### config.mk
export PLATFORM = sky130hd
export DESIGN_NAME = sense_offset_status_logic
export DESIGN_NICKNAME = d
export VERILOG_FILES = /design/src/hdl/sense_pkg.sv /design/src/hdl/level_sync.sv /design/src/hdl/sense_channel.sv /design/src/hdl/sense_offset_status_logic.sv
export VERILOG_INCLUDE_DIRS = /design/src /design/src/hdl
export SDC_FILE = /design/constraint.sdc
export NUM_CORES = 1
export LEC_CHECK = 0
export ABC_AREA = 1
export BUFFER_PORTS_ARGS = -buffer_cell sky130_fd_sc_hd__buf_4
export CAP_MARGIN = 20
export CORE_ASPECT_RATIO = 0.75
export CORE_MARGIN = 8
export CORE_UTILIZATION = 56
export CTS_CLUSTER_DIAMETER = 80
export DETAILED_ROUTE_END_ITERATION = 10
export GPL_TIMING_DRIVEN = 0
export PLACE_DENSITY = 0.81
export SETUP_SLACK_MARGIN = 0.1
export SLEW_MARGIN = 40
export SYNTH_ARGS = -nofsm -noshare
export SYNTH_HDL_FRONTEND = slang
export SYNTH_SLANG_ARGS = --single-unit
export TNS_END_PERCENT = 50
### constraint.sdc
create_clock -name sys_clk -period 2.89 [get_ports sys_clk]
set_input_delay 0.1445 -clock sys_clk [delete_from_list [all_inputs] [get_ports sys_clk]]
set_output_delay 0.1445 -clock sys_clk [all_outputs]
set_load 0.02 [all_outputs]
### src/hdl/sense_consts.svh
`ifndef SENSE_CONSTS_SVH
`define SENSE_CONSTS_SVH

// data widths of the sense path
`define LOAD_W 12
`define OFFS_W 8
`define SENSE_W 13
`define CALC_W 15
`define SENSE_MAX 13'h1fff
`define SENSE_ZERO 13'h0000

// clock and sense settling time
`define CLK_PERIOD_NS 5
`define SETTLE_TIME_NS 2000
`define SETTLE_CNT_W 9
`define SETTLE_CYCLES 9'((`SETTLE_TIME_NS + `CLK_PERIOD_NS - 1) / `CLK_PERIOD_NS)
`define SETTLE_ONE 9'h001
`define SETTLE_DONE 9'h000

// control encodings
`define POL_POSITIVE 1'b1
`define TH_ENABLED 1'b1
`define SENSE_VALID_LVL 1'b0
`define SENSE_IDLE_LVL 1'b1

// fault and status report layout
`define FAULT_W 9
`define FAULT_OTHER_W 8
`define FAULT_PREWARN_BIT 8
`define STAT_W 2
`define STAT_CH0_BIT 0
`define STAT_CH1_BIT 1

`endif

### src/hdl/sense_pkg.sv
`include "sense_consts.svh"

package sense_pkg;

	// one-hot states of the shared sense output
	typedef enum logic [3:0]
	{
		ST_IDLE = 4'b0001,
		ST_SETTLE = 4'b0010,
		ST_VALID = 4'b0100,
		ST_HOLD = 4'b1000
	} sense_state_e;

	// source routed to the sense output, {csns1_en, csns0_en}
	typedef enum logic [1:0]
	{
		SRC_OFF = 2'b00,
		SRC_CH0 = 2'b01,
		SRC_CH1 = 2'b10,
		SRC_TEMP = 2'b11
	} sense_src_e;

	typedef logic [`LOAD_W-1:0] load_t;
	typedef logic signed [`OFFS_W-1:0] offs_t;
	typedef logic [`SENSE_W-1:0] sense_t;
	typedef logic [`SETTLE_CNT_W-1:0] settle_cnt_t;

endpackage

### src/hdl/level_sync.sv
`timescale 1ns/1ps

// two-stage synchroniser for asynchronous level inputs
module level_sync #(
	parameter int W = 1
) (
	input wire logic sys_clk,
	input wire logic rst,
	input wire logic [W-1:0] d,
	output logic [W-1:0] q
);
	logic [W-1:0] meta;
	logic [W-1:0] next_meta;
	logic [W-1:0] next_q;

	// meta feeds only the second stage
	always_comb
	begin
		next_meta = d;
		next_q = meta;
	end

	always_ff @(posedge sys_clk or posedge rst)
	begin
		if (rst)
		begin
			meta <= '0;
			q <= '0;
		end
		else
		begin
			meta <= next_meta;
			q <= next_q;
		end
	end
endmodule

### src/hdl/sense_channel.sv
`timescale 1ns/1ps
`include "sense_consts.svh"

// per-channel mirrored sense value with signed random offset
module sense_channel (
	input wire logic sys_clk,
	input wire logic rst,
	input wire logic drive_on,
	input wire logic polarity_sel,
	input sense_pkg::load_t load_current,
	input sense_pkg::offs_t rand_offset,
	output logic on_state,
	output sense_pkg::sense_t mirror
);
	import sense_pkg::*;

	logic pol_active;
	logic next_on_state;
	logic next_pol_active;
	logic pol_now;
	sense_t next_mirror;
	logic signed [`CALC_W-1:0] base;
	logic signed [`CALC_W-1:0] offs;
	logic signed [`CALC_W-1:0] total;

	// polarity is latched at turn-on, so writes while off change nothing
	always_comb
	begin
		next_on_state = drive_on;
		pol_now = (drive_on && !on_state) ? polarity_sel : pol_active;
		next_pol_active = pol_now;
		base = $signed({{(`CALC_W-`LOAD_W){1'b0}}, load_current});
		offs = `CALC_W'(rand_offset);
		if (pol_now == `POL_POSITIVE)
		begin
			total = base + offs;
		end
		else
		begin
			total = base - offs;
		end
		// clamp: the sense pin can only sink current, up to full scale
		if (!drive_on)
		begin
			next_mirror = `SENSE_ZERO;
		end
		else if (total < 0)
		begin
			next_mirror = `SENSE_ZERO;
		end
		else if (total > $signed({2'b00, `SENSE_MAX}))
		begin
			next_mirror = `SENSE_MAX;
		end
		else
		begin
			next_mirror = total[`SENSE_W-1:0];
		end
	end

	always_ff @(posedge sys_clk or posedge rst)
	begin
		if (rst)
		begin
			on_state <= 1'b0;
			pol_active <= 1'b0;
			mirror <= `SENSE_ZERO;
		end
		else
		begin
			on_state <= next_on_state;
			pol_active <= next_pol_active;
			mirror <= next_mirror;
		end
	end
endmodule

### src/hdl/sense_offset_status_logic.sv
`timescale 1ns/1ps
`include "sense_consts.svh"

// Overview of operation
// polarity 1 adds random offset positively
// polarity 0 subtracts random offset
// controller averages two opposite-polarity readings
// track-hold samples last sense at switch-off
// held sample keeps polarity active at switch-off
// polarity writes while off leave output unchanged
// controller turns channel on before second reading
// controller spaces readings about five time constants
// normal mode hot ground sets prewarn flag
// prewarn flag never switches a channel off
// flag clears on fault read once cool
// status reports channel states, bits zero, one
// on-state bit follows half-supply output comparator
// on-state may differ from drive under faults
// track-hold enable picks synchronous or hold mode
// polarity affects own channel from next on-period
module sense_offset_status_logic (
	input wire logic sys_clk,
	input wire logic rst,
	input wire logic [1:0] ch_drive_cmd,
	input wire logic [1:0] offset_polarity_sel,
	input wire logic track_hold_en,
	input wire logic csns0_en,
	input wire logic csns1_en,
	input wire logic normal_mode,
	input sense_pkg::load_t load_current_ch0,
	input sense_pkg::load_t load_current_ch1,
	input sense_pkg::offs_t rand_offset_ch0,
	input sense_pkg::offs_t rand_offset_ch1,
	input sense_pkg::sense_t temp_sense_value,
	input wire logic [`FAULT_OTHER_W-1:0] fault_flags_in,
	input wire logic fault_report_rd,
	input wire logic temp_above_prewarn,
	input wire logic [1:0] out_above_half_supply,
	output sense_pkg::sense_t sense_out,
	output logic sense_valid_n,
	output logic [1:0] channel_drive,
	output logic temp_prewarn_flag,
	output logic [`FAULT_W-1:0] fault_report_reg,
	output logic [`STAT_W-1:0] status_report_reg
);
	import sense_pkg::*;

	// synchronised pin levels
	logic [2:0] pins_s;
	logic hot_s;
	logic [1:0] above_s;

	// per-channel sense values
	logic [1:0] ch_on;
	sense_t mirror_ch0;
	sense_t mirror_ch1;

	// shared sense output state
	sense_src_e src;
	sense_src_e src_q;
	sense_src_e next_src_q;
	sense_state_e state;
	sense_state_e next_state;
	settle_cnt_t settle_cnt;
	settle_cnt_t next_settle_cnt;
	sense_t next_sense_out;
	logic next_sense_valid_n;
	logic sel_on;
	sense_t sel_mirror;
	logic hold_mode;

	// reporting state
	logic [1:0] next_channel_drive;
	logic next_temp_prewarn_flag;
	logic [`FAULT_W-1:0] next_fault_report_reg;
	logic [`STAT_W-1:0] next_status_report_reg;

	// comparator and temperature levels come from analog pins
	level_sync #(
		.W(3)
	) u_pin_sync (
		.sys_clk(sys_clk),
		.rst(rst),
		.d({temp_above_prewarn, out_above_half_supply}),
		.q(pins_s)
	);

	assign hot_s = pins_s[2];
	assign above_s = pins_s[1:0];

	// each channel sees only its own polarity bit
	sense_channel u_ch0 (
		.sys_clk(sys_clk),
		.rst(rst),
		.drive_on(ch_drive_cmd[0]),
		.polarity_sel(offset_polarity_sel[0]),
		.load_current(load_current_ch0),
		.rand_offset(rand_offset_ch0),
		.on_state(ch_on[0]),
		.mirror(mirror_ch0)
	);

	sense_channel u_ch1 (
		.sys_clk(sys_clk),
		.rst(rst),
		.drive_on(ch_drive_cmd[1]),
		.polarity_sel(offset_polarity_sel[1]),
		.load_current(load_current_ch1),
		.rand_offset(rand_offset_ch1),
		.on_state(ch_on[1]),
		.mirror(mirror_ch1)
	);

	// route the selected channel onto the shared output path
	always_comb
	begin
		src = sense_src_e'({csns1_en, csns0_en});
		hold_mode = (track_hold_en == `TH_ENABLED);
		if (src == SRC_CH1)
		begin
			sel_on = ch_on[1];
			sel_mirror = mirror_ch1;
		end
		else
		begin
			sel_on = ch_on[0];
			sel_mirror = mirror_ch0;
		end
	end

	// shared sense output: one hold store, so a source change empties it
	always_comb
	begin
		next_state = state;
		next_settle_cnt = settle_cnt;
		next_sense_out = sense_out;
		next_sense_valid_n = `SENSE_IDLE_LVL;
		next_src_q = src;
		if (src != src_q)
		begin
			next_state = ST_IDLE;
			next_sense_out = `SENSE_ZERO;
		end
		else if (src == SRC_TEMP)
		begin
			next_state = ST_IDLE;
			next_sense_out = temp_sense_value;
		end
		else if (src == SRC_OFF)
		begin
			next_state = ST_IDLE;
			next_sense_out = `SENSE_ZERO;
		end
		else
		begin
			case (state)
				ST_IDLE:
				begin
					next_sense_out = `SENSE_ZERO;
					if (sel_on)
					begin
						next_state = ST_SETTLE;
						next_settle_cnt = `SETTLE_CYCLES - `SETTLE_ONE;
					end
				end
				ST_SETTLE:
				begin
					// hold mode leaves the output alone until the mirror has settled
					// sync mode never shows an old held value while settling
					if (!hold_mode)
					begin
						next_sense_out = `SENSE_ZERO;
					end
					if (!sel_on)
					begin
						next_state = hold_mode ? ST_HOLD : ST_IDLE;
					end
					else if (settle_cnt == `SETTLE_DONE)
					begin
						next_state = ST_VALID;
						next_sense_out = sel_mirror;
						next_sense_valid_n = `SENSE_VALID_LVL;
					end
					else
					begin
						next_settle_cnt = settle_cnt - `SETTLE_ONE;
					end
				end
				ST_VALID:
				begin
					if (sel_on)
					begin
						next_sense_out = sel_mirror;
						next_sense_valid_n = `SENSE_VALID_LVL;
					end
					else if (hold_mode)
					begin
						// last on-period value stays, with its own polarity
						next_state = ST_HOLD;
					end
					else
					begin
						next_state = ST_IDLE;
						next_sense_out = `SENSE_ZERO;
					end
				end
				ST_HOLD:
				begin
					// polarity writes cannot reach the held value
					if (!hold_mode)
					begin
						next_state = ST_IDLE;
						next_sense_out = `SENSE_ZERO;
					end
					else if (sel_on)
					begin
						next_state = ST_SETTLE;
						next_settle_cnt = `SETTLE_CYCLES - `SETTLE_ONE;
					end
				end
				default:
				begin
					next_state = ST_IDLE;
					next_sense_out = `SENSE_ZERO;
				end
			endcase
		end
	end

	always_ff @(posedge sys_clk or posedge rst)
	begin
		if (rst)
		begin
			state <= ST_IDLE;
			src_q <= SRC_OFF;
			settle_cnt <= `SETTLE_DONE;
			sense_out <= `SENSE_ZERO;
			sense_valid_n <= `SENSE_IDLE_LVL;
		end
		else
		begin
			state <= next_state;
			src_q <= next_src_q;
			settle_cnt <= next_settle_cnt;
			sense_out <= next_sense_out;
			sense_valid_n <= next_sense_valid_n;
		end
	end

	// prewarning, fault report and real-time channel states
	always_comb
	begin
		// drive follows the command; the prewarning never gates it
		next_channel_drive = ch_drive_cmd;
		next_temp_prewarn_flag = temp_prewarn_flag;
		if (fault_report_rd && !hot_s)
		begin
			next_temp_prewarn_flag = 1'b0;
		end
		// set wins over a read in the same cycle
		if (normal_mode && hot_s)
		begin
			next_temp_prewarn_flag = 1'b1;
		end
		next_fault_report_reg = '0;
		next_fault_report_reg[`FAULT_OTHER_W-1:0] = fault_flags_in;
		next_fault_report_reg[`FAULT_PREWARN_BIT] = next_temp_prewarn_flag;
		// comparator view, not drive command: open load at low supply differs
		next_status_report_reg = '0;
		next_status_report_reg[`STAT_CH0_BIT] = above_s[0];
		next_status_report_reg[`STAT_CH1_BIT] = above_s[1];
	end

	always_ff @(posedge sys_clk or posedge rst)
	begin
		if (rst)
		begin
			channel_drive <= 2'h0;
			temp_prewarn_flag <= 1'b0;
			fault_report_reg <= '0;
			status_report_reg <= '0;
		end
		else
		begin
			channel_drive <= next_channel_drive;
			temp_prewarn_flag <= next_temp_prewarn_flag;
			fault_report_reg <= next_fault_report_reg;
			status_report_reg <= next_status_report_reg;
		end
	end
endmodule

== After elaboration in Yosys (flattened, before gate mapping) ==
Cells that the tools add are included.
W data, S select, Z words.

* Bits in registers: 79
* Output and inout port bits: 28
* Logic and storage cells: 97

* Add/subtract/negate cells: 5
* $lt $le $gt $ge: 4
* Equality and inequality tests: 12
* Mux-type cells: 44
* Bitwise logic cells: 3
* Reduce and logical (&&, ||, !) cells: 12

{| class="wikitable"
|+ Operators with widths
! operator !! number
|-
| $mux W13 || 14
|-
| $pmux W13 S3 || 1
|-
| $mux W4 || 9
|-
| $mux W9 || 4
|-
| $gt A15 B14 Y1 const B || 2
|-
| $lt A15 B1 Y1 const B || 2
|-
| $mux W15 || 2
|-
| $add A13 B8 Y14 || 2
|-
| $sub A13 B8 Y14 || 2
|-
| $pmux W9 S3 || 1
|-
| $pmux W4 S4 || 1
|-
| $mux W1 || 11
|-
| $logic_not A9 Y1 || 1
|-
| $sub A9 B1 Y9 const B || 1
|-
| $reduce_and A7 Y1 || 1
|-
| $ne A2 B2 Y1 const B || 3
|-
| $ne A6 B6 Y1 const B || 1
|-
| $ne A5 B5 Y1 const B || 1
|-
| $eq A2 B2 Y1 const B || 2
|-
| $eq A4 B1 Y1 const B || 1
|-
| $eq A4 B2 Y1 const B || 1
|-
| $eq A4 B3 Y1 const B || 1
|-
| $eq A4 B4 Y1 const B || 1
|-
| $logic_and A1 B1 Y1 || 4
|-
| other kinds (7) || 11
|}

== Logic depth before layout (Yosys ltp) ==
Gate-level depths: netlist of the first run.

* Depth after elaboration: 8
* Mapped depth: 21

== Modules after synthesis ==
From an unflattened synthesis of the first run, not the netlist that was laid out.

* Cell total of the unflattened synthesis: 786
* Area, all modules: 5821.8 µm²

{| class="wikitable"
|+ By module, submodules not included
! module !! instances !! cells each !! area each (µm²)
|-
| sense_offset_status_logic || 1 || 436 || 3001.6
|-
| sense_channel at u_ch0 || 1 || 171 || 1337.5
|-
| sense_channel at u_ch1 || 1 || 172 || 1328.8
|-
| level_sync || 1 || 7 || 153.9
|}

== Worst setup path before layout of the first run ==
Ideal clock, no wire load.

* Path kind: flip-flop to flip-flop
* Start: reg channel_drive[1] (netlist name)
* End: reg u_ch1.mirror[10]
* Data arrival time: 2313 ps
* Required time: 2769 ps
* Setup slack: 456 ps
* Stages on the path, launching flop included: 19
* Path buffers: 1
* Period minus slack after synthesis: 2434 ps
* Cell sequence: dfrtp_1 > inv_1 > nand3_1 > nand2_2 > inv_1 > nor2_1 > xor2_1 > inv_1 > ha_1 > nand2_1 > nor2_1 > nand3_1 > nand3_1 > inv_1 > o21ai_1 > nand2_1 > nand3_2 > buf_6 > nor2_2

{| class="wikitable"
|+ RTL lines
! what !! line !! source
|-
| end signal, assigned || sense_channel.sv:67 || <nowiki>mirror <= `SENSE_ZERO;</nowiki>
|-
| end signal, assigned || sense_channel.sv:73 || <nowiki>mirror <= next_mirror;</nowiki>
|-
| end, declared || sense_channel.sv:13 || <nowiki>output sense_pkg::sense_t mirror</nowiki>
|}

==> results_dict.tcl, run 1 <==
set metrics [dict create \
    outcome "finished clean" \
    dieHeight_um 98.4 \
    overflow 0 \
    area.growth.synth_to_final_pct 32.1 \
    cp.buffers_inverters 4 \
    synthFlopType "dfrtp_1" \
    totalWireLength_mm 13.0 \
    reg2reg_from "channel_drive[0]" \
    drive_gt1_frac 0.320 \
    maxSlewViolCount 0 \
    cts_tree "done" \
    syn_area_per_cell_um2 8.07 \
    gp_congestion 0.896 \
    wl_per_cell_um 14.7 \
    internal_power_uw 2330 \
    crit_fanout 5 \
    antenna_found_initial 0 \
    fin_crit_sh 0.929 \
    cts_root_buf "clkbuf_16" \
    htreeDepth 3 \
    drt_iter0_drc 412 \
    grt_pass1_vias 4603 \
    finalClockSkew_ps 13.0 \
    clock.fmax_mhz 372 \
    async_flop_share 1.00 \
    max-vdd-ir-drop_v 0.000329 \
    cts.sinks 76 \
    tightest_slew_ps 503 \
    final.setup.worst_slack_ps 205 \
    cpMaxStageDelayCell "dfrtp_1" \
    fp.dieW_um 126 \
    postSynthCellCount 628 \
    drc 0 \
    p_seq_frac 0.350 \
    pin_count 103 \
    power_frac_clock 0.296 \
    ant_nets 0 \
    clk_pin_slew_ps 60 \
    worstPathArrival_ps 2900 \
    synth_area_um2 5070 \
    cts_buffers 9 \
    drv_cap 0 \
    grt_max_degree 58 \
    drtPass1Iterations 4 \
    cts_max_path_buffers 2 \
    ys_ff_latch 76 \
    fin_crit_ps 2680 \
    p_leak_uw 0.00354 \
    start_util 0.568 \
    dp_hpwl_mm 9.60 \
    cp.required_ps 3110 \
    rows 30 \
    p_sw_uw 1240 \
    hold_viol 0 \
    nets 876 \
    power_density_nw_per_um2 533 \
    vias_per_cell 5.28 \
    setup_viol 0 \
    clk_latency_ps 340 \
    coreArea_um2 8930 \
    synth-edff-count 0 \
    critPathKind "flop to flop" \
    cp-end-kind "flop" \
    crit_path_start "channel_drive[0]" \
    hp-class "input pin to flop" \
    maxSlewHeadroom 0.665 \
    pre_cts_ws_ps -136 \
    worstHoldStart "normal_mode" \
    netSwitchingFraction 0.347 \
    final_util 0.750 \
    synth_warnings 0 \
    syn_nets 735 \
    diodes 0 \
    rsz0062_at_grt "false" \
    portBuffers 101 \
    grt.total_usage 0.207 \
    comb_power_share 0.354 \
    start_kind "flop" \
    slowest_delay_ps 400 \
    grt_pass1_wl_mm 21.2 \
    seq_area_frac_synth 0.376 \
    vias 4680 \
    cp_top_family "simple AND/OR/NAND/NOR gates" \
    ys_types 40 \
    cp_common_cell "nand3_2" \
    die_area_um2 12400 \
    crit_chain "inv_2 > nand3_2 > nand3_2 > o21bai_1 > nand2_1 > inv_1 > o41ai_1 > ha_1 > nand2_2 > nor2_2 > nand3_1 > nand3_2 > inv_1 > o21ai_1 > nand2_1 > nand3_4 > clkbuf_16 > nor2_2" \
    reg_top3 "sense_out: 13 flops, u_ch0.mirror: 13 flops, u_ch1.mirror: 13 flops" \
    fin_setup_tns_ps 0 \
]
## routing by layer
metal / part of all wire / GRT usage
met5: 0 / 0
met4: 0.011 / 0.0470
met3: 0.053 / 0.0523
met2: 0.47 / 0.332
met1: 0.47 / 0.276
## cells in the final DEF, fill, tap and decap left out, types with 3 or more instances in the layout
| master | netlist | layout |
|---|---|---|
| o21ai_2 | 3 | 7 |
| inv_1 | 75 | 72 |
| a21o_1 | 4 | 4 |
| nand2_4 | 6 | 9 |
| nand3_1 | 38 | 34 |
| nor2_4 | 3 | 4 |
| dlygate4sd3_1 | 0 | 16 |
| dfrtp_1 | 74 | 74 |
| o21ai_0 | 19 | 14 |
| nand3_2 | 5 | 7 |
| nand2_2 | 9 | 11 |
| ha_1 | 30 | 28 |
| clkbuf_16 | 0 | 11 |
| nand4_1 | 19 | 19 |
| o21bai_1 | 3 | 3 |
| nor2_2 | 27 | 31 |
| inv_6 | 0 | 4 |
| xnor2_1 | 12 | 12 |
| mux2_2 | 13 | 13 |
| clkinvlp_4 | 0 | 3 |
| a21oi_2 | 3 | 3 |
| xor2_1 | 26 | 26 |
| nand2_1 | 132 | 127 |
| inv_2 | 8 | 9 |
| nor2_1 | 51 | 46 |
| buf_4 | 6 | 117 |
| a21oi_1 | 26 | 26 |
| clkbuf_1 | 4 | 4 |
| o21ai_1 | 6 | 7 |
| a21boi_0 | 4 | 4 |
## Yosys cell counts (13+ instances only)
cell,number,area share
nand2_1,132,0.098
inv_1,75,0.056
dfrtp_1,74,0.37
nor2_1,51,0.038
nand3_1,38,0.038
ha_1,30,0.074
nor2_2,27,0.033
a21oi_1,26,0.026
xor2_1,26,0.045
nand4_1,19,0.023
o21ai_0,19,0.019
mux2_2,13,0.029
## worst reg2reg max path: cells and delay by family (launching register included)
| family | cells | cell delay (ps) |
|---|---|---|
| buffers and inverters | 4 | 390 |
| AND/OR/NAND/NOR | 10 | 1060 |
| flip-flops | 1 | 400 |
| AO/OA/AOI/OAI | 3 | 350 |
| adder cells (fa/ha/maj) | 1 | 360 |
## timing repair
item / 4_1_cts / 5_1_grt
pin swaps: 0 / 12
hold buffers: 16 / 0
setup endpoints to repair: 22 / 26
resized for setup: 7 / 29
setup buffers: 0 / 10
cloned: 0 / 2
hold endpoints to repair: 34 / 0
## stage by stage
| stage | hold slack (ps) | std cells | instance area, um2 | total power (uW) |
|---|---|---|---|---|
| 6_report | 21.4 | 886 | 6700 | 3570 |
| 5_1_grt | 36.5 | 886 | 6700 | 3790 |
| 4_1_cts | 15.7 | 874 | 6460 | 3470 |
| 3_5_place_dp | 95.1 | 842 | 6000 | 2370 |
| 3_3_place_gp | 254 | 841 | 5970 | 2330 |
| 2_1_floorplan | 176 | 628 | 5070 | 2070 |
## worst paths after layout
check | to | slack [ps] | cells after the start
setup / recovery | u_ch0.mirror[5] | 210 | 18
hold / removal | fault_report_reg[8] | 20 | 3
setup reg to reg | u_ch0.mirror[5] | 210 | 18
hold reg to reg | u_pin_sync.q[1] | 350 | 0
max in group asynchronous | state[0] | 2010 | 4
min in group asynchronous | fault_report_reg[5] | 320 | 3
## power groups by stage
stage                     Clock [uW]  Combinational, uW  Sequential (uW)
final                           1060               1260             1250
after global routing            1130               1400             1260
after CTS                       1080               1140             1250
after detailed placement           0               1100             1270
after global placement             0               1060             1260
after floorplan                    0                803             1270
## area by class of cell
cell class                      instances  area [um2]
Multi-Input combinational cell        450        2850
Fill cell                             598        2230
Sequential cell                        76        1900
Timing Repair Buffer                  130        1070
Inverter                               86         335
Clock buffer                            9         225
Tap cell                              112         140
Buffer                                 16         116
Clock inverter                          7        57.6
## logic make-up after synthesis
family	share of synthesized area
multiplexers	0.0289
adder cells (fa/ha/maj)	0.0819
XOR/XNOR	0.0656
flip-flops	0.376
AND/OR/NAND/NOR	0.274
buffers and inverters	0.0861
AO/OA/AOI/OAI	0.0879
Power figures use the tool's default switching activity.
==> inputs of run 2 (changes only) <==
--- a/config.mk
+++ b/config.mk
@@ -16,7 +16,9 @@
 export DETAILED_ROUTE_END_ITERATION = 10
 export GPL_TIMING_DRIVEN = 0
 export PLACE_DENSITY = 0.81
+export REMOVE_ABC_BUFFERS = 1
 export SETUP_SLACK_MARGIN = 0.1
+export SKIP_LAST_GASP = 1
 export SLEW_MARGIN = 40
 export SYNTH_ARGS = -nofsm -noshare
 export SYNTH_HDL_FRONTEND = slang
==> run 2 against run 1 <==
  * Global-route usage is 0.36 points lower
  * Largest power group is now sequential cells
  * Die area stayed put
  * Utilization is 1.1 points lower
  * Final cell count is 1.9% lower
==> results_dict.tcl, run 2 (synthesis results as in run 1) <==
set metrics [dict create \
    final.setup.worst_slack_ps 221 \
    rsz0062_at_grt "true" \
    maxSlewViolCount 0 \
    cpMaxStageDelayCell "dlygate4sd3_1" \
    fp.dieW_um 126 \
    drtPass1Iterations 5 \
    overflow 0 \
    die_area_um2 12400 \
    drv_cap 0 \
    hp-class "input pin to flop" \
    power_density_nw_per_um2 538 \
    fin_crit_ps 2670 \
    drt_iter0_drc 257 \
    grt.total_usage 0.204 \
    cts_root_buf "clkbuf_16" \
    rows 30 \
    portBuffers 102 \
    outcome "finished clean" \
    fin_cells 869 \
    drive_gt1_frac 0.325 \
    maxSlewHeadroom 0.630 \
    htreeDepth 3 \
    diodes 0 \
    setup_viol 0 \
    cts_buffers 9 \
    clk_pin_slew_ps 60 \
    layout_commonest_cell "nand2_1" \
    power_uw 3550 \
    vias_per_cell 5.23 \
    grt_pass1_vias 4431 \
    coreArea_um2 8930 \
    cp_common_cell "nand2_2" \
    gp_congestion 0.892 \
    tightest_slew_ps 554 \
    clock.fmax_mhz 375 \
    crit_fanout 7 \
    pre_cts_ws_ps -53.0 \
    dieHeight_um 98.4 \
    grt_pass1_wl_mm 20.9 \
    cp_top_family "simple AND/OR/NAND/NOR gates" \
    antenna_found_initial 0 \
    p_leak_uw 0.00346 \
    cp.required_ps 3110 \
    pin_count 103 \
    wl_per_cell_um 14.8 \
    fin_crit_sh 0.923 \
    start_util 0.568 \
    worstPathArrival_ps 2890 \
    reg_top3 "sense_out: 13 flops, u_ch0.mirror: 13 flops, u_ch1.mirror: 13 flops" \
    hold_viol 0 \
    fillers 663 \
    most-common-layout-cells "nand2_1, buf_4, dfrtp_1, inv_1, nor2_1" \
    start_kind "input pin" \
    cts.sinks 76 \
    crit_chain "dlygate4sd3_1 > buf_6 > nand2_1 > nand2_2 > nand3_2 > nand2_2 > inv_2 > nor2_4 > inv_1 > o21ai_0 > ha_1 > nand2_2 > nor2_4 > nand3_2 > nand3_4 > inv_1 > o21ai_1 > nand2_2 > nand3_4 > nor2_1" \
    critPathKind "input pin to flop" \
    slowest_delay_ps 550 \
    placed_cells 827 \
    drc 0 \
    cts_max_path_buffers 2 \
    cts_tree "done" \
    clk_latency_ps 340 \
    finalClockSkew_ps 6.79 \
    vias 4544 \
    totalWireLength_mm 12.8 \
    cp.buffers_inverters 5 \
    max-vdd-ir-drop_v 0.000297 \
    nets 859 \
    grt_max_degree 62 \
    ant_nets 0 \
    dp_hpwl_mm 9.29 \
    cp-end-kind "flop" \
    area.growth.synth_to_final_pct 30.2 \
]
run 2: metal layers:
layer | share of wire | global-route usage | vias to the layer above | wire length, um
met5 | 0 | 0 | - | 0
met4 | 0.011 | 0.0525 | 0 | 142
met3 | 0.062 | 0.0555 | 12 | 800
met2 | 0.47 | 0.329 | 138 | 6080
met1 | 0.45 | 0.264 | 2119 | 5800
li1 | - | - | 2275 | -
run 2: report_power, final:
part	switching (uW)	leakage, uW	internal, uW
clock network	474	0.000139	596
logic	714	0.00236	517
registers	63.9	0.000967	1190
total	1250	0.00346	2300
run 2: area by class of cell:
cell class	count	area, um2	area share
clock buffer	9	225	0.0341
tap	112	140	0.0212
multi-input combinational	452	2920	0.442
inverter	86	333	0.0504
sequential	76	1900	0.288
clock inverter	7	58.8	0.00891
timing repair buffer	127	1020	0.155
run 2: path summary, 6_finish.rpt:
path | startpoint | to | slack (ps) | cells after the start
max | ch_drive_cmd[1] | u_ch1.mirror[0] | 220 | 20
min | normal_mode | fault_report_reg[8] | 10 | 3
max reg2reg | channel_drive[1] | u_ch1.mirror[0] | 290 | 18
min reg2reg | u_pin_sync.q[0] | status_report_reg[0] | 350 | 0
max in group asynchronous | rst | state[0] | 2030 | 4
min in group asynchronous | rst | status_report_reg[0] | 290 | 3
run 2: what timing repair did:
item / CTS / global route
buffers inserted: 0 / 8
resized for setup: 11 / 39
setup endpoints to repair: 26 / 27
cloned: 2 / 0
hold endpoints to repair: 30 / 0
hold buffers: 16 / 0
pin swaps: 2 / 13
run 2: tightest hold or removal path, cell delays in order:
cell and delay (ps):
buf_4 80, nand2_1 40, nand2_1 50
run 2: through the flow:
step           utilization  hold slack (ps)  area, um2  TNS (ps)
6_report             0.739             14.3       6600         0
5_1_grt              0.739             13.5       6600         0
4_1_cts              0.717             12.7       6400         0
3_5_place_dp         0.660             81.8       5900      -537
3_3_place_gp         0.657              255       5870     -4160
2_1_floorplan            -              176       4960         0
==> inputs of run 3 (changes only) <==
--- a/config.mk
+++ b/config.mk
@@ -9,13 +9,15 @@
 export ABC_AREA = 1
 export BUFFER_PORTS_ARGS = -buffer_cell sky130_fd_sc_hd__buf_4
 export CAP_MARGIN = 20
+export CELL_PAD_IN_SITES_DETAIL_PLACEMENT = 1
+export CELL_PAD_IN_SITES_GLOBAL_PLACEMENT = 1
 export CORE_ASPECT_RATIO = 0.75
 export CORE_MARGIN = 8
-export CORE_UTILIZATION = 56
+export CORE_UTILIZATION = 41
 export CTS_CLUSTER_DIAMETER = 80
 export DETAILED_ROUTE_END_ITERATION = 10
 export GPL_TIMING_DRIVEN = 0
-export PLACE_DENSITY = 0.81
+export PLACE_DENSITY_LB_ADDON = 0.1
 export REMOVE_ABC_BUFFERS = 1
 export SETUP_SLACK_MARGIN = 0.1
 export SKIP_LAST_GASP = 1
==> run 3 against run 2 <==
  * Setup slack got worse by 50 ps
  * Count of clock-buffer cells in the layout unchanged
  * Design area grew 1.3%
  * Global-route usage decreased by 1.5 points
  * Critical endpoint is now u_ch1.mirror[1]
  * Largest power group is now combinational cells
==> results_dict.tcl, run 3 (synthesis results as in run 1) <==
set metrics [dict create \
    outcome "finished clean" \
    area.growth.synth_to_final_pct 31.9 \
    vias 4535 \
    cp.required_ps 3110 \
    clock.fmax_mhz 368 \
    crit_path_start "ch_drive_cmd[1]" \
    cts_tree "done" \
    fin_cells 927 \
    p_leak_uw 0.00348 \
    drt_iter0_drc 161 \
    slowest_delay_ps 550 \
    most-common-layout-cells "nand2_1, buf_4, dfrtp_1, inv_1, nor2_1" \
    cp_common_cell "nand3_2" \
    power_frac_clock 0.305 \
    totalWireLength_mm 14.9 \
    cts_root_buf "clkbuf_16" \
    grt.total_usage 0.189 \
    cpMaxStageDelayCell "dlygate4sd3_1" \
    start_util 0.416 \
    netSwitchingFraction 0.354 \
    crit_fanout 7 \
    setup_viol 0 \
    p_sw_uw 1280 \
    hp-class "input pin to flop" \
    rows 35 \
    coreArea_um2 12200 \
    grt_pass1_vias 4951 \
    cp-end-kind "flop" \
    maxSlewHeadroom 0.604 \
    ant_nets 0 \
    worstHoldStart "normal_mode" \
    fillers 1494 \
    fin_crit_ps 2720 \
    dieHeight_um 112 \
    p_seq_frac 0.346 \
    rrSetupSlack_ps 210 \
    reg_top3 "sense_out: 13 flops, u_ch0.mirror: 13 flops, u_ch1.mirror: 13 flops" \
    dp_hpwl_mm 11.0 \
    portBuffers 102 \
    crit_chain "dlygate4sd3_1 > buf_6 > nand2_1 > nand2_1 > nand3_2 > nand2_2 > inv_2 > nor2_4 > inv_1 > o21ai_0 > ha_1 > nand2_2 > a21oi_1 > nor2_1 > nand3_2 > nand3_1 > nand3_2 > nand3_4 > nor2_1" \
    diodes 0 \
    comb_power_share 0.348 \
    drc 0 \
    finalClockSkew_ps 4.06 \
    layout_commonest_cell "nand2_1" \
    fp.dieW_um 144 \
    timing.hold.ws_ps 19.5 \
    grt_max_degree 47 \
    drv_cap 0 \
    drive_gt1_frac 0.326 \
    worstPathArrival_ps 2940 \
    antenna_found_initial 0 \
    critPathKind "input pin to flop" \
    overflow 0 \
    tightest_slew_ps 594 \
    clk_latency_ps 330 \
    internal_power_uw 2330 \
    placed_cells 881 \
    grt_pass1_wl_mm 24.5 \
    reg2reg_from "channel_drive[1]" \
    nets 863 \
    power_density_nw_per_um2 540 \
    hold_viol 0 \
    cp.buffers_inverters 4 \
    pin_count 103 \
    die_area_um2 16200 \
    cts.sinks 76 \
    start_kind "input pin" \
    max-vdd-ir-drop_v 0.000272 \
    vias_per_cell 4.89 \
    fin_crit_sh 0.941 \
    maxSlewViolCount 0 \
    htreeDepth 3 \
    cp_top_family "simple AND/OR/NAND/NOR gates" \
    gp_congestion 0.791 \
    wl_per_cell_um 16.1 \
    rsz0062_at_grt "true" \
    clk_pin_slew_ps 60 \
    cts_max_path_buffers 2 \
    cts_buffers 9 \
    drtPass1Iterations 5 \
]
==> run 3: area by class of cell <==
type / instances / area [um2] / share of cell area
multi-input cells: 451 / 2880 / 0.431
flip-flops and latches: 76 / 1910 / 0.285
repair buffers: 132 / 1070 / 0.160
inverters: 86 / 333 / 0.0498
clock buffers: 9 / 225 / 0.0337
well taps: 166 / 208 / 0.0311
clock inverters: 7 / 65.1 / 0.00973
==> run 3: routing by layer <==
| metal | part of all wire | global-route usage | up-vias |
|---|---|---|---|
| met3 | 0.043 | 0.0403 | 9 |
| met5 | 0 | 0 | - |
| met1 | 0.44 | 0.238 | 2174 |
| met2 | 0.51 | 0.325 | 84 |
| met4 | 0.0080 | 0.0373 | 0 |
| li1 | - | - | 2268 |
==> run 3: worst min-delay path, delay by kind of cell <==
kind,cells,cell delay [ps]
buffers and inverters,1,80
and+or+nand+nor,2,100
==> run 3: worst paths after layout <==
check                      cells past startpoint                  end
hold reg to reg                                0      u_pin_sync.q[2]
max in group asynchronous                      4             state[0]
min in group asynchronous                      3         sense_out[6]
setup reg to reg                              18      u_ch1.mirror[1]
setup / recovery                              19      u_ch1.mirror[1]
hold / removal                                 3  fault_report_reg[8]
==> run 3: repair_timing <==
item,in CTS,in global routing
hold endpoints to repair,44,0
hold buffers,16,0
pin swaps,4,16
setup buffers,3,10
gates resized for setup,15,29
endpoints found under the setup margin,26,27
gates cloned,1,0
==> run 3: power by group through the flow <==
stage	clock network (uW)	registers (uW)	logic, uW
floorplan	0	1270	778
global placement	0	1270	1070
detailed placement	0	1270	1120
CTS	1140	1250	1190
global route	1180	1270	1410
finish	1100	1250	1260
==> run 3: through the flow <==
step	util	cell area, um2	power (uW)	setup TNS (ps)	worst slack, ps
2_1_floorplan	-	4960	2050	0	319
3_5_place_dp	0.490	5970	2390	-1820	-287
3_3_place_gp	0.487	5930	2340	-13470	-186
4_1_cts	0.535	6510	3580	0	100
6_report	0.549	6690	3610	0	171
5_1_grt	0.549	6690	3850	0	69.0
